--- src/rtl/term_ctrl_regs.svh ---
// Constants of the terminal I/O controller: widths, codes and timing counts.
`ifndef TERM_CTRL_REGS_SVH
`define TERM_CTRL_REGS_SVH
`define TC_CHAR_W        8
`define TC_WORD_W        16
`define TC_LEN_W         16
`define TC_FIFO_DEPTH    16
`define TC_FIFO_AW       4
`define TC_SYNC_GAP      2'd2
`define TC_CTL_RD_EN     0
`define TC_CTL_WR_EN     1
`define TC_CTL_RD_RST    1'b0
`define TC_CTL_WR_RST    1'b0
`endif

--- src/rtl/term_ctrl_pkg.sv ---
// Types of the terminal I/O controller.
package term_ctrl_pkg;
    typedef enum logic [1:0] {
        PROG_IDLE,
        PROG_REQ,
        PROG_XFER,
        PROG_DONE
    } prog_state_t;
endpackage : term_ctrl_pkg

--- src/rtl/terminal_io_controller.sv ---
// Terminal I/O controller with direct character mode and programmed block mode.
`timescale 1ns/10ps
`include "term_ctrl_regs.svh"

// ****************************************************************
// Word FIFO in the programmed data path.
// ****************************************************************
module word_fifo #(
    parameter int WIDTH = 16,
    parameter int DEPTH = 16,
    parameter int AW    = 4
) (
    input  wire logic             clock,    // System clock.
    input  wire logic             rst,      // Synchronous reset, active high.
    input  wire logic             inValid,  // Write side offers a word.
    output logic                  inReady,  // FIFO has room.
    input  wire logic [WIDTH-1:0] inData,   // Word written.
    output logic                  outValid, // FIFO holds a word.
    input  wire logic             outReady, // Read side takes the word.
    output logic      [WIDTH-1:0] outData   // Oldest word.
);
    logic [WIDTH-1:0] mem_reg [DEPTH];
    logic [AW-1:0]    wrPtr_reg, wrPtr_next, rdPtr_reg, rdPtr_next;
    logic [AW:0]      count_reg, count_next;
    logic             doWr, doRd;

    // Full and empty come straight from the occupancy count.
    assign inReady  = (count_reg != (AW+1)'(DEPTH));
    assign outValid = (count_reg != '0);
    assign outData  = mem_reg[rdPtr_reg];
    assign doWr     = inValid & inReady;
    assign doRd     = outValid & outReady;

    // Pointer and count update.
    always_comb
    begin
        wrPtr_next = doWr ? wrPtr_reg + AW'(1) : wrPtr_reg;
        rdPtr_next = doRd ? rdPtr_reg + AW'(1) : rdPtr_reg;
        count_next = count_reg;
        if (doWr && !doRd)
        begin
            count_next = count_reg + (AW+1)'(1);
        end
        else if (doRd && !doWr)
        begin
            count_next = count_reg - (AW+1)'(1);
        end
    end

    // Storage has no reset; only valid slots are ever read.
    always_ff @(posedge clock)
    begin
        if (doWr)
        begin
            mem_reg[wrPtr_reg] <= inData;
        end
        if (rst)
        begin
            wrPtr_reg <= '0;
            rdPtr_reg <= '0;
            count_reg <= '0;
        end
        else
        begin
            wrPtr_reg <= wrPtr_next;
            rdPtr_reg <= rdPtr_next;
            count_reg <= count_next;
        end
    end
endmodule : word_fifo

// ****************************************************************
// Controller top.
// ****************************************************************
// Notes on behaviour
// - Direction enables come from control command
// - Read enable arms terminal for one character
// - Arriving character raises interrupt request
// - Read-direct returns character, rearms terminal
// - Write enable raises interrupt for first character
// - Write-direct character sent to terminal autonomously
// - Write completion raises next-character interrupt
// - Direct transfers bypass channels entirely
// - Launch loads device table program pointer
// - Controller requests channel service; commands on demand
// - Block transfer length taken from command
// - Program-commanded interrupt after block completes
module terminal_io_controller
    import term_ctrl_pkg::*;
(
    input  wire logic                    clock,        // 200 MHz system clock.
    input  wire logic                    rst,          // Synchronous reset, active high.
    // Direct commands from the I/O processor.
    input  wire logic                    ctlCmd,       // Control-direct command strobe.
    input  wire logic [`TC_WORD_W-1:0]   ctlWord,      // Control word carried by it.
    input  wire logic                    rdCmd,        // Read-direct command strobe.
    output logic      [`TC_WORD_W-1:0]   rdData,       // Character returned to stack.
    input  wire logic                    wrCmd,        // Write-direct command strobe.
    input  wire logic [`TC_WORD_W-1:0]   wrData,       // Character from stack.
    output logic                         intReq,       // Interrupt request to processor.
    input  wire logic                    intAck,       // Processor services interrupt.
    // Programmed transfers.
    input  wire logic                    launchCmd,    // Program launch command strobe.
    input  wire logic [`TC_WORD_W-1:0]   launchAddr,   // First program word address.
    output logic                         tableWr,      // Device table entry write strobe.
    output logic      [`TC_WORD_W-1:0]   tablePtr,     // Pointer written to the entry.
    output logic                         svcReq,       // Service request to channel.
    input  wire logic                    chanCmd,      // Channel delivers a program command.
    input  wire logic                    chanIsWrite,  // Command direction: to memory is 0.
    input  wire logic [`TC_LEN_W-1:0]    chanLen,      // Block length in words.
    input  wire logic                    chanIntCmd,   // Program commands an interrupt.
    input  wire logic                    memInValid,   // Word from memory buffer.
    output logic                         memInReady,   // Controller takes that word.
    input  wire logic [`TC_WORD_W-1:0]   memInData,    // Memory word.
    output logic                         memOutValid,  // Word toward memory buffer.
    input  wire logic                    memOutReady,  // Memory takes that word.
    output logic      [`TC_WORD_W-1:0]   memOutData,   // Word for memory.
    output logic                         blockDone,    // Block complete pulse.
    // Terminal side, pins from another domain.
    output logic                         termRdArm,    // Arm terminal for one character.
    input  wire logic                    termRxValid,  // Terminal holds a character (level).
    input  wire logic [`TC_CHAR_W-1:0]   termRxChar,   // Received character.
    output logic                         termTxStart,  // Start writing a character.
    output logic      [`TC_CHAR_W-1:0]   termTxChar,   // Character to write.
    input  wire logic                    termTxBusy,   // Terminal writing (level).
    input  wire logic                    termWordIn,   // Peripheral offers a block word.
    input  wire logic [`TC_WORD_W-1:0]   termWordData, // Peripheral block word.
    output logic                         termWordTake, // Peripheral word taken.
    output logic                         termWordOut,  // Block word to peripheral valid.
    output logic      [`TC_WORD_W-1:0]   termWordQ     // Block word to peripheral.
);
    // Synchronised terminal levels; stage one is read only by stage two.
    logic [1:0] rxV_sync, txB_sync, wIn_sync;
    logic [`TC_CHAR_W-1:0] rxC_s1, rxC_s2;
    logic [`TC_WORD_W-1:0] wD_s1, wD_s2;
    logic rxV_d, txB_d;

    always_ff @(posedge clock)
    begin
        if (rst)
        begin
            rxV_sync <= '0;
            txB_sync <= '0;
            wIn_sync <= '0;
            rxC_s1   <= '0;
            rxC_s2   <= '0;
            wD_s1    <= '0;
            wD_s2    <= '0;
            rxV_d    <= 1'b0;
            txB_d    <= 1'b0;
        end
        else
        begin
            rxV_sync <= {rxV_sync[0], termRxValid};
            txB_sync <= {txB_sync[0], termTxBusy};
            wIn_sync <= {wIn_sync[0], termWordIn};
            rxC_s1   <= termRxChar;
            rxC_s2   <= rxC_s1;
            wD_s1    <= termWordData;
            wD_s2    <= wD_s1;
            rxV_d    <= rxV_sync[1];
            txB_d    <= txB_sync[1];
        end
    end

    logic rxRise, txFall;
    assign rxRise = rxV_sync[1] & ~rxV_d;
    assign txFall = txB_d & ~txB_sync[1];

    // ************************************************************
    // Direct mode, no channel path involved.
    // ************************************************************
    logic rdEn_reg, rdEn_next, wrEn_reg, wrEn_next;
    logic pend_reg, pend_next;
    logic arm_reg, arm_next, txGo_reg, txGo_next;
    logic [`TC_CHAR_W-1:0] hold_reg, hold_next, txC_reg, txC_next;
    logic [`TC_WORD_W-1:0] rdD_reg, rdD_next;
    logic progInt;

    // Each event sets the pending request; set beats acknowledge.
    always_comb
    begin
        rdEn_next = rdEn_reg;
        wrEn_next = wrEn_reg;
        arm_next  = 1'b0;
        txGo_next = 1'b0;
        hold_next = hold_reg;
        txC_next  = txC_reg;
        rdD_next  = rdD_reg;
        pend_next = pend_reg & ~intAck;
        if (ctlCmd)
        begin
            rdEn_next = ctlWord[`TC_CTL_RD_EN];
            wrEn_next = ctlWord[`TC_CTL_WR_EN];
            if (ctlWord[`TC_CTL_RD_EN] && !rdEn_reg)
            begin
                arm_next = 1'b1;
            end
            if (ctlWord[`TC_CTL_WR_EN] && !wrEn_reg)
            begin
                pend_next = 1'b1;
            end
        end
        if (rxRise && rdEn_reg)
        begin
            hold_next = rxC_s2;
            pend_next = 1'b1;
        end
        if (rdCmd)
        begin
            rdD_next = {{(`TC_WORD_W-`TC_CHAR_W){1'b0}}, hold_reg};
            arm_next = rdEn_reg;
        end
        if (wrCmd && wrEn_reg)
        begin
            txC_next  = wrData[`TC_CHAR_W-1:0];
            txGo_next = 1'b1;
        end
        if (txFall && wrEn_reg)
        begin
            pend_next = 1'b1;
        end
        if (progInt)
        begin
            pend_next = 1'b1;
        end
    end

    always_ff @(posedge clock)
    begin
        if (rst)
        begin
            rdEn_reg <= `TC_CTL_RD_RST;
            wrEn_reg <= `TC_CTL_WR_RST;
            pend_reg <= 1'b0;
            arm_reg  <= 1'b0;
            txGo_reg <= 1'b0;
            hold_reg <= '0;
            txC_reg  <= '0;
            rdD_reg  <= '0;
        end
        else
        begin
            rdEn_reg <= rdEn_next;
            wrEn_reg <= wrEn_next;
            pend_reg <= pend_next;
            arm_reg  <= arm_next;
            txGo_reg <= txGo_next;
            hold_reg <= hold_next;
            txC_reg  <= txC_next;
            rdD_reg  <= rdD_next;
        end
    end

    assign intReq      = pend_reg;
    assign rdData      = rdD_reg;
    assign termRdArm   = arm_reg;
    assign termTxStart = txGo_reg;
    assign termTxChar  = txC_reg;

    // ************************************************************
    // Programmed mode: launch, channel service, block transfer.
    // ************************************************************
    prog_state_t st_reg, st_next;
    logic [`TC_LEN_W-1:0] left_reg, left_next;
    logic dir_reg, dir_next, intOn_reg, intOn_next;
    logic tw_reg, tw_next, done_reg, done_next;
    logic [`TC_WORD_W-1:0] tp_reg, tp_next;
    logic inFire;
    logic [1:0] wGap_reg, wGap_next;

    // Words pass through the FIFO so a slow drain stalls the source.
    logic fInValid, fInReady, fOutValid, fOutReady;
    logic [`TC_WORD_W-1:0] fInData, fOutData;
    logic fromDev, wOk;
    assign wOk       = wIn_sync[1] && (wGap_reg == '0);
    assign fromDev   = (st_reg == PROG_XFER) && !dir_reg;
    assign fInValid  = (st_reg == PROG_XFER) && (left_reg != '0) && (dir_reg ? memInValid : wOk);
    assign fInData   = dir_reg ? memInData : wD_s2;
    assign inFire    = fInValid & fInReady;
    assign memInReady   = dir_reg && (st_reg == PROG_XFER) && (left_reg != '0) && fInReady;
    assign termWordTake = fromDev && (left_reg != '0) && wOk && fInReady;
    assign memOutValid  = !dir_reg & fOutValid;
    assign termWordOut  = dir_reg & fOutValid;
    assign fOutReady    = dir_reg ? 1'b1 : memOutReady;
    assign memOutData   = fOutData;
    assign termWordQ    = fOutData;

    word_fifo #(
        .WIDTH (`TC_WORD_W),
        .DEPTH (`TC_FIFO_DEPTH),
        .AW    (`TC_FIFO_AW)
    ) u_fifo (
        .clock    (clock),
        .rst      (rst),
        .inValid  (fInValid),
        .inReady  (fInReady),
        .inData   (fInData),
        .outValid (fOutValid),
        .outReady (fOutReady),
        .outData  (fOutData)
    );

    // Block sequencer.
    always_comb
    begin
        st_next    = st_reg;
        left_next  = left_reg;
        dir_next   = dir_reg;
        intOn_next = intOn_reg;
        tw_next    = 1'b0;
        done_next  = 1'b0;
        tp_next    = tp_reg;
        progInt    = 1'b0;
        wGap_next  = (wGap_reg != '0) ? wGap_reg - 2'd1 : 2'd0;
        if (termWordTake)
        begin
            wGap_next = `TC_SYNC_GAP;                        // Wait until the next word is through the synchroniser.
        end
        case (st_reg)
            PROG_IDLE:
            begin
                if (launchCmd)
                begin
                    tp_next = launchAddr;
                    tw_next = 1'b1;
                    st_next = PROG_REQ;
                end
            end
            PROG_REQ:
            begin
                if (chanCmd)
                begin
                    left_next  = chanLen;
                    dir_next   = chanIsWrite;
                    intOn_next = chanIntCmd;
                    st_next    = (chanLen == '0) ? PROG_DONE : PROG_XFER;
                end
            end
            PROG_XFER:
            begin
                if (inFire)
                begin
                    left_next = left_reg - `TC_LEN_W'(1);
                end
                if (left_reg == '0 && !fOutValid)
                begin
                    st_next = PROG_DONE;
                end
            end
            PROG_DONE:
            begin
                done_next = 1'b1;
                progInt   = intOn_reg;
                st_next   = PROG_IDLE;
            end
            default:
            begin
                st_next = PROG_IDLE;
            end
        endcase
    end

    always_ff @(posedge clock)
    begin
        if (rst)
        begin
            st_reg    <= PROG_IDLE;
            left_reg  <= '0;
            dir_reg   <= 1'b0;
            intOn_reg <= 1'b0;
            tw_reg    <= 1'b0;
            done_reg  <= 1'b0;
            tp_reg    <= '0;
            wGap_reg  <= '0;
        end
        else
        begin
            st_reg    <= st_next;
            left_reg  <= left_next;
            dir_reg   <= dir_next;
            intOn_reg <= intOn_next;
            tw_reg    <= tw_next;
            done_reg  <= done_next;
            tp_reg    <= tp_next;
            wGap_reg  <= wGap_next;
        end
    end

    // Service is requested while waiting for the next program command.
    assign svcReq    = (st_reg == PROG_REQ);
    assign tableWr   = tw_reg;
    assign tablePtr  = tp_reg;
    assign blockDone = done_reg;
endmodule : terminal_io_controller
--- config.mk ---
export PLATFORM = sky130hd
export DESIGN_NAME = terminal_io_controller
export DESIGN_NICKNAME = d
export VERILOG_FILES = /design/src/rtl/term_ctrl_pkg.sv /design/src/rtl/terminal_io_controller.sv
export VERILOG_INCLUDE_DIRS = /design/src /design/src/rtl
export SDC_FILE = /design/constraint.sdc
export NUM_CORES = 1
export LEC_CHECK = 0
export BUFFER_PORTS_ARGS = -buffer_cell sky130_fd_sc_hd__buf_2
export CORE_ASPECT_RATIO = 2
export CORE_MARGIN = 10
export CORE_UTILIZATION = 55
export CTS_CLUSTER_DIAMETER = 200
export DETAILED_ROUTE_END_ITERATION = 12
export PLACE_DENSITY = 0.72
export RECOVER_POWER = 25
export SLEW_MARGIN = 20
export SYNTH_ARGS = -nofsm -noshare
export SYNTH_HDL_FRONTEND = slang
export SYNTH_SLANG_ARGS = --single-unit
--- constraint.sdc ---
create_clock -name clock -period 4.75 [get_ports clock]
set_clock_uncertainty 0.1 [all_clocks]
set_input_delay 0.95 -clock clock [delete_from_list [all_inputs] [get_ports clock]]
set_output_delay 0.95 -clock clock [all_outputs]
set_load 0.01 [all_outputs]
==> results_dict.tcl <==
set metrics [dict create \
    wl_per_cell_um 21.5 \
    drt-initial-drc-count 438 \
    fin_crit_sh_pct 84.6 \
    detail_route.vias_per_cell 5.66 \
    cts_tree "built" \
    yosys.area.top_type_share_pct 49.5 \
    endpoint "u_fifo.count_reg[4]" \
    fmax_mhz 249 \
    p_int_mw 6.17 \
    start_util_pct 55.3 \
    die_w_um 139 \
    p_seq_share_pct 47.1 \
    firstDrtPassIters 4 \
    cp_num_cells 10 \
    cts_buffers 35 \
    start_kind "flip-flop" \
    holdWs_ns 0.336 \
    nNetsFinal 1278 \
    grt_pass1_vias 9320 \
    rsz0062_at_grt "no" \
    slowest_stage "clkbuf_1" \
    seq_area_frac_synth_pct 67.7 \
    hold_class "flip-flop to flip-flop" \
    cp_num_buf_inv 2 \
    clkSlewWorstSetupHoldPaths_ns 0.07 \
    largest_reg_flops 256 \
    path_cells "clkbuf_1, o22ai_1, ha_1, inv_1, ha_1, a21o_1, a21oi_1, xnor2_1, or3_1, a21oi_1" \
    final_util_pct 63.1 \
    num_io_pins 201 \
    die_h_um 258 \
    finalWeightedCongestion 0.831 \
    dp.cells 1461 \
    startpoint "dir_reg" \
    antenna_left 0 \
    syn2layout_area_growth_pct 14.1 \
    ys_top_cells_by_count "256 x edfxtp_1, 142 x dfxtp_1, 80 x mux4_2" \
    tightest_slew_ns 2.13 \
    cellLeakagePower_nw 6.34 \
    power_frac_comb_pct 20.7 \
    cts_hold_buffers 0 \
    rrSetupSlack_ns 0.73 \
    synth_area_leader_cell "edfxtp_1" \
    grt_use_total_pct 18.2 \
    cts_root_buffer "clkbuf_16" \
    async_flop_share_pct 0 \
    slew_viol_final 45 \
    clock_power_share_pct 32.1 \
    drive_above_1_share_pct 28.7 \
    gr-total-overflow 0 \
    period_minus_slack_ns 4.02 \
    rows 87 \
    ys_warn_count 0 \
    synth_edf_count 256 \
    peakVddDrop_v 0.000360 \
    path_class "flip-flop to flip-flop" \
    portBuffers 170 \
    clock_path_buffers 3 \
    grt_max_degree 92 \
    r2r-end "u_fifo.count_reg[4]" \
    slew_headroom_pct -42.0 \
    synth_seq_cells 398 \
    fin_cells 1524 \
    path_max_fanout 14 \
    cp-end-kind "flip-flop" \
    required_ns 5.09 \
    violations "capacitance limit, slew limit" \
    yosys_most_used_dff "edfxtp_1" \
    vias 8624 \
    synth_area_leaders "edfxtp_1 49%, dfxtp_1 18%, mux4_2 12%, nor2b_1 2.8%, mux2i_1 1.6%" \
    core_area_mm2 0.0281 \
    antenna_found_initial 2 \
    syn_inst 981 \
    synth_area_mm2 0.0155 \
    hold_viol_final 0 \
    fin_setup_tns_ns 0 \
    grt_pass1_wl_mm 51.6 \
    switching_share_pct 27.4 \
    syn_avg_cell_area_um2 15.8 \
    power.switching_mw 2.33 \
    power_density_mw_per_mm2 479 \
    die_area_mm2 0.0358 \
    reg2reg_from "dir_reg" \
    yosysUniqueCellTypes 68 \
    drv_cap 1 \
    drt_wl_total_mm 32.7 \
    dp_hpwl_mm 20.7 \
    rr_worst_depth 10 \
    worstPathArrival_ns 4.36 \
    clk_latency_ns 0.52 \
    cts_sinks 398 \
    drc 0 \
    status "finished, violations left" \
    postCtsSetupRepairBufs 0 \
    finalSetupViolations 0 \
    yosysMostFrequentCell "edfxtp_1" \
    cp_top_family "buffers and inverters" \
    cts_resized 0 \
    crit_path_max_incr_delay_ns 0.97 \
    h-tree-depth 2 \
]
==> cells in the final DEF (no fill, tap or decap), types with 6 or more instances in the layout <==
cell | synthesis | final
conb_1 | 1 | 8
nand2_1 | 60 | 60
a32o_1 | 7 | 7
mux4_2 | 80 | 80
a21oi_1 | 39 | 39
mux2i_1 | 25 | 25
clkbuf_16 | 0 | 35
nand3_1 | 12 | 12
edfxtp_1 | 256 | 256
mux2_1 | 0 | 12
clkinv_2 | 0 | 6
ha_1 | 16 | 16
o21ai_0 | 6 | 6
inv_1 | 13 | 14
buf_2 | 9 | 150
nor2_1 | 60 | 60
clkbuf_1 | 32 | 26
dfxtp_1 | 142 | 139
buf_4 | 25 | 20
nor2b_1 | 70 | 70
nand2b_1 | 6 | 6
clkinv_1 | 1 | 6
==> per-stage QoR <==
step / power (mW) / instance area [um2] / setup WS, ns
finish: 8.50 / 17700 / 0.730
floorplan: 5.42 / 15600 / 1.57
detailed placement: 5.87 / 16700 / 1.33
CTS: 8.59 / 17800 / 0.829
global placement: 5.84 / 16700 / 1.38
global route: 8.88 / 17700 / 0.468
==> worst register-to-register path, cell delays in order (launching register included) <==
cell and delay (ns):
dfxtp_1 0.71, clkbuf_1 0.97, o22ai_1 0.46, ha_1 0.34, inv_1 0.15, ha_1 0.29, a21o_1 0.20, a21oi_1 0.19
xnor2_1 0.09, or3_1 0.31, a21oi_1 0.14
==> layout make-up <==
type,instances,area (um2)
clock inverters,19,150
inverters,14,52.6
multi-input cells,500,4590
clock buffers,43,936
well taps,356,445
diodes,1,2.50
fillers,2115,10400
flip-flops and latches,398,10500
repair buffers,193,1020
==> routing by layer <==
metal / wire, um / global-route usage [%]
met1: 11700 / 19.5
met2: 17900 / 33.4
met3: 2200 / 4.89
met4: 886 / 6.32
met5: 13 / 0
==> worst min-delay path by stage <==
stage | startpoint | to | slack (ns) | cells after the start
6_report | rxC_s1[4] | rxC_s2[4] | 0.34 | 1
5_1_grt | wD_s1[15] | wD_s2[15] | 0.35 | 1
4_1_cts | rxC_s1[4] | rxC_s2[4] | 0.34 | 1
3_5_place_dp | rxC_s1[4] | rxC_s2[4] | 0.32 | 1
3_3_place_gp | wD_s1[4] | wD_s2[4] | 0.32 | 1
2_1_floorplan | rxC_s1[0] | rxC_s2[0] | 0.31 | 1
==> power groups by stage <==
stage	sequential, mW	combinational (mW)	clock, mW
floorplan	4.02	1.40	0
global placement	4.08	1.76	0
detailed placement	4.08	1.79	0
CTS	4.01	1.80	2.79
global route	4.03	1.94	2.92
finish	4.00	1.76	2.73
==> cell families (layout without fill, tap and decap cells) <==
logic type	Yosys count	in the layout	share of synthesized area, %
mux	123	123	14.5
xor+xnor	8	8	0.451
flops	398	398	67.7
compound gates	93	93	4.16
other cells	1	9	0.0241
simple gates	251	251	8.65
fa+ha+maj	17	17	1.42
buf+inv	90	269	3.03
(Power assumes the default switching activity.)
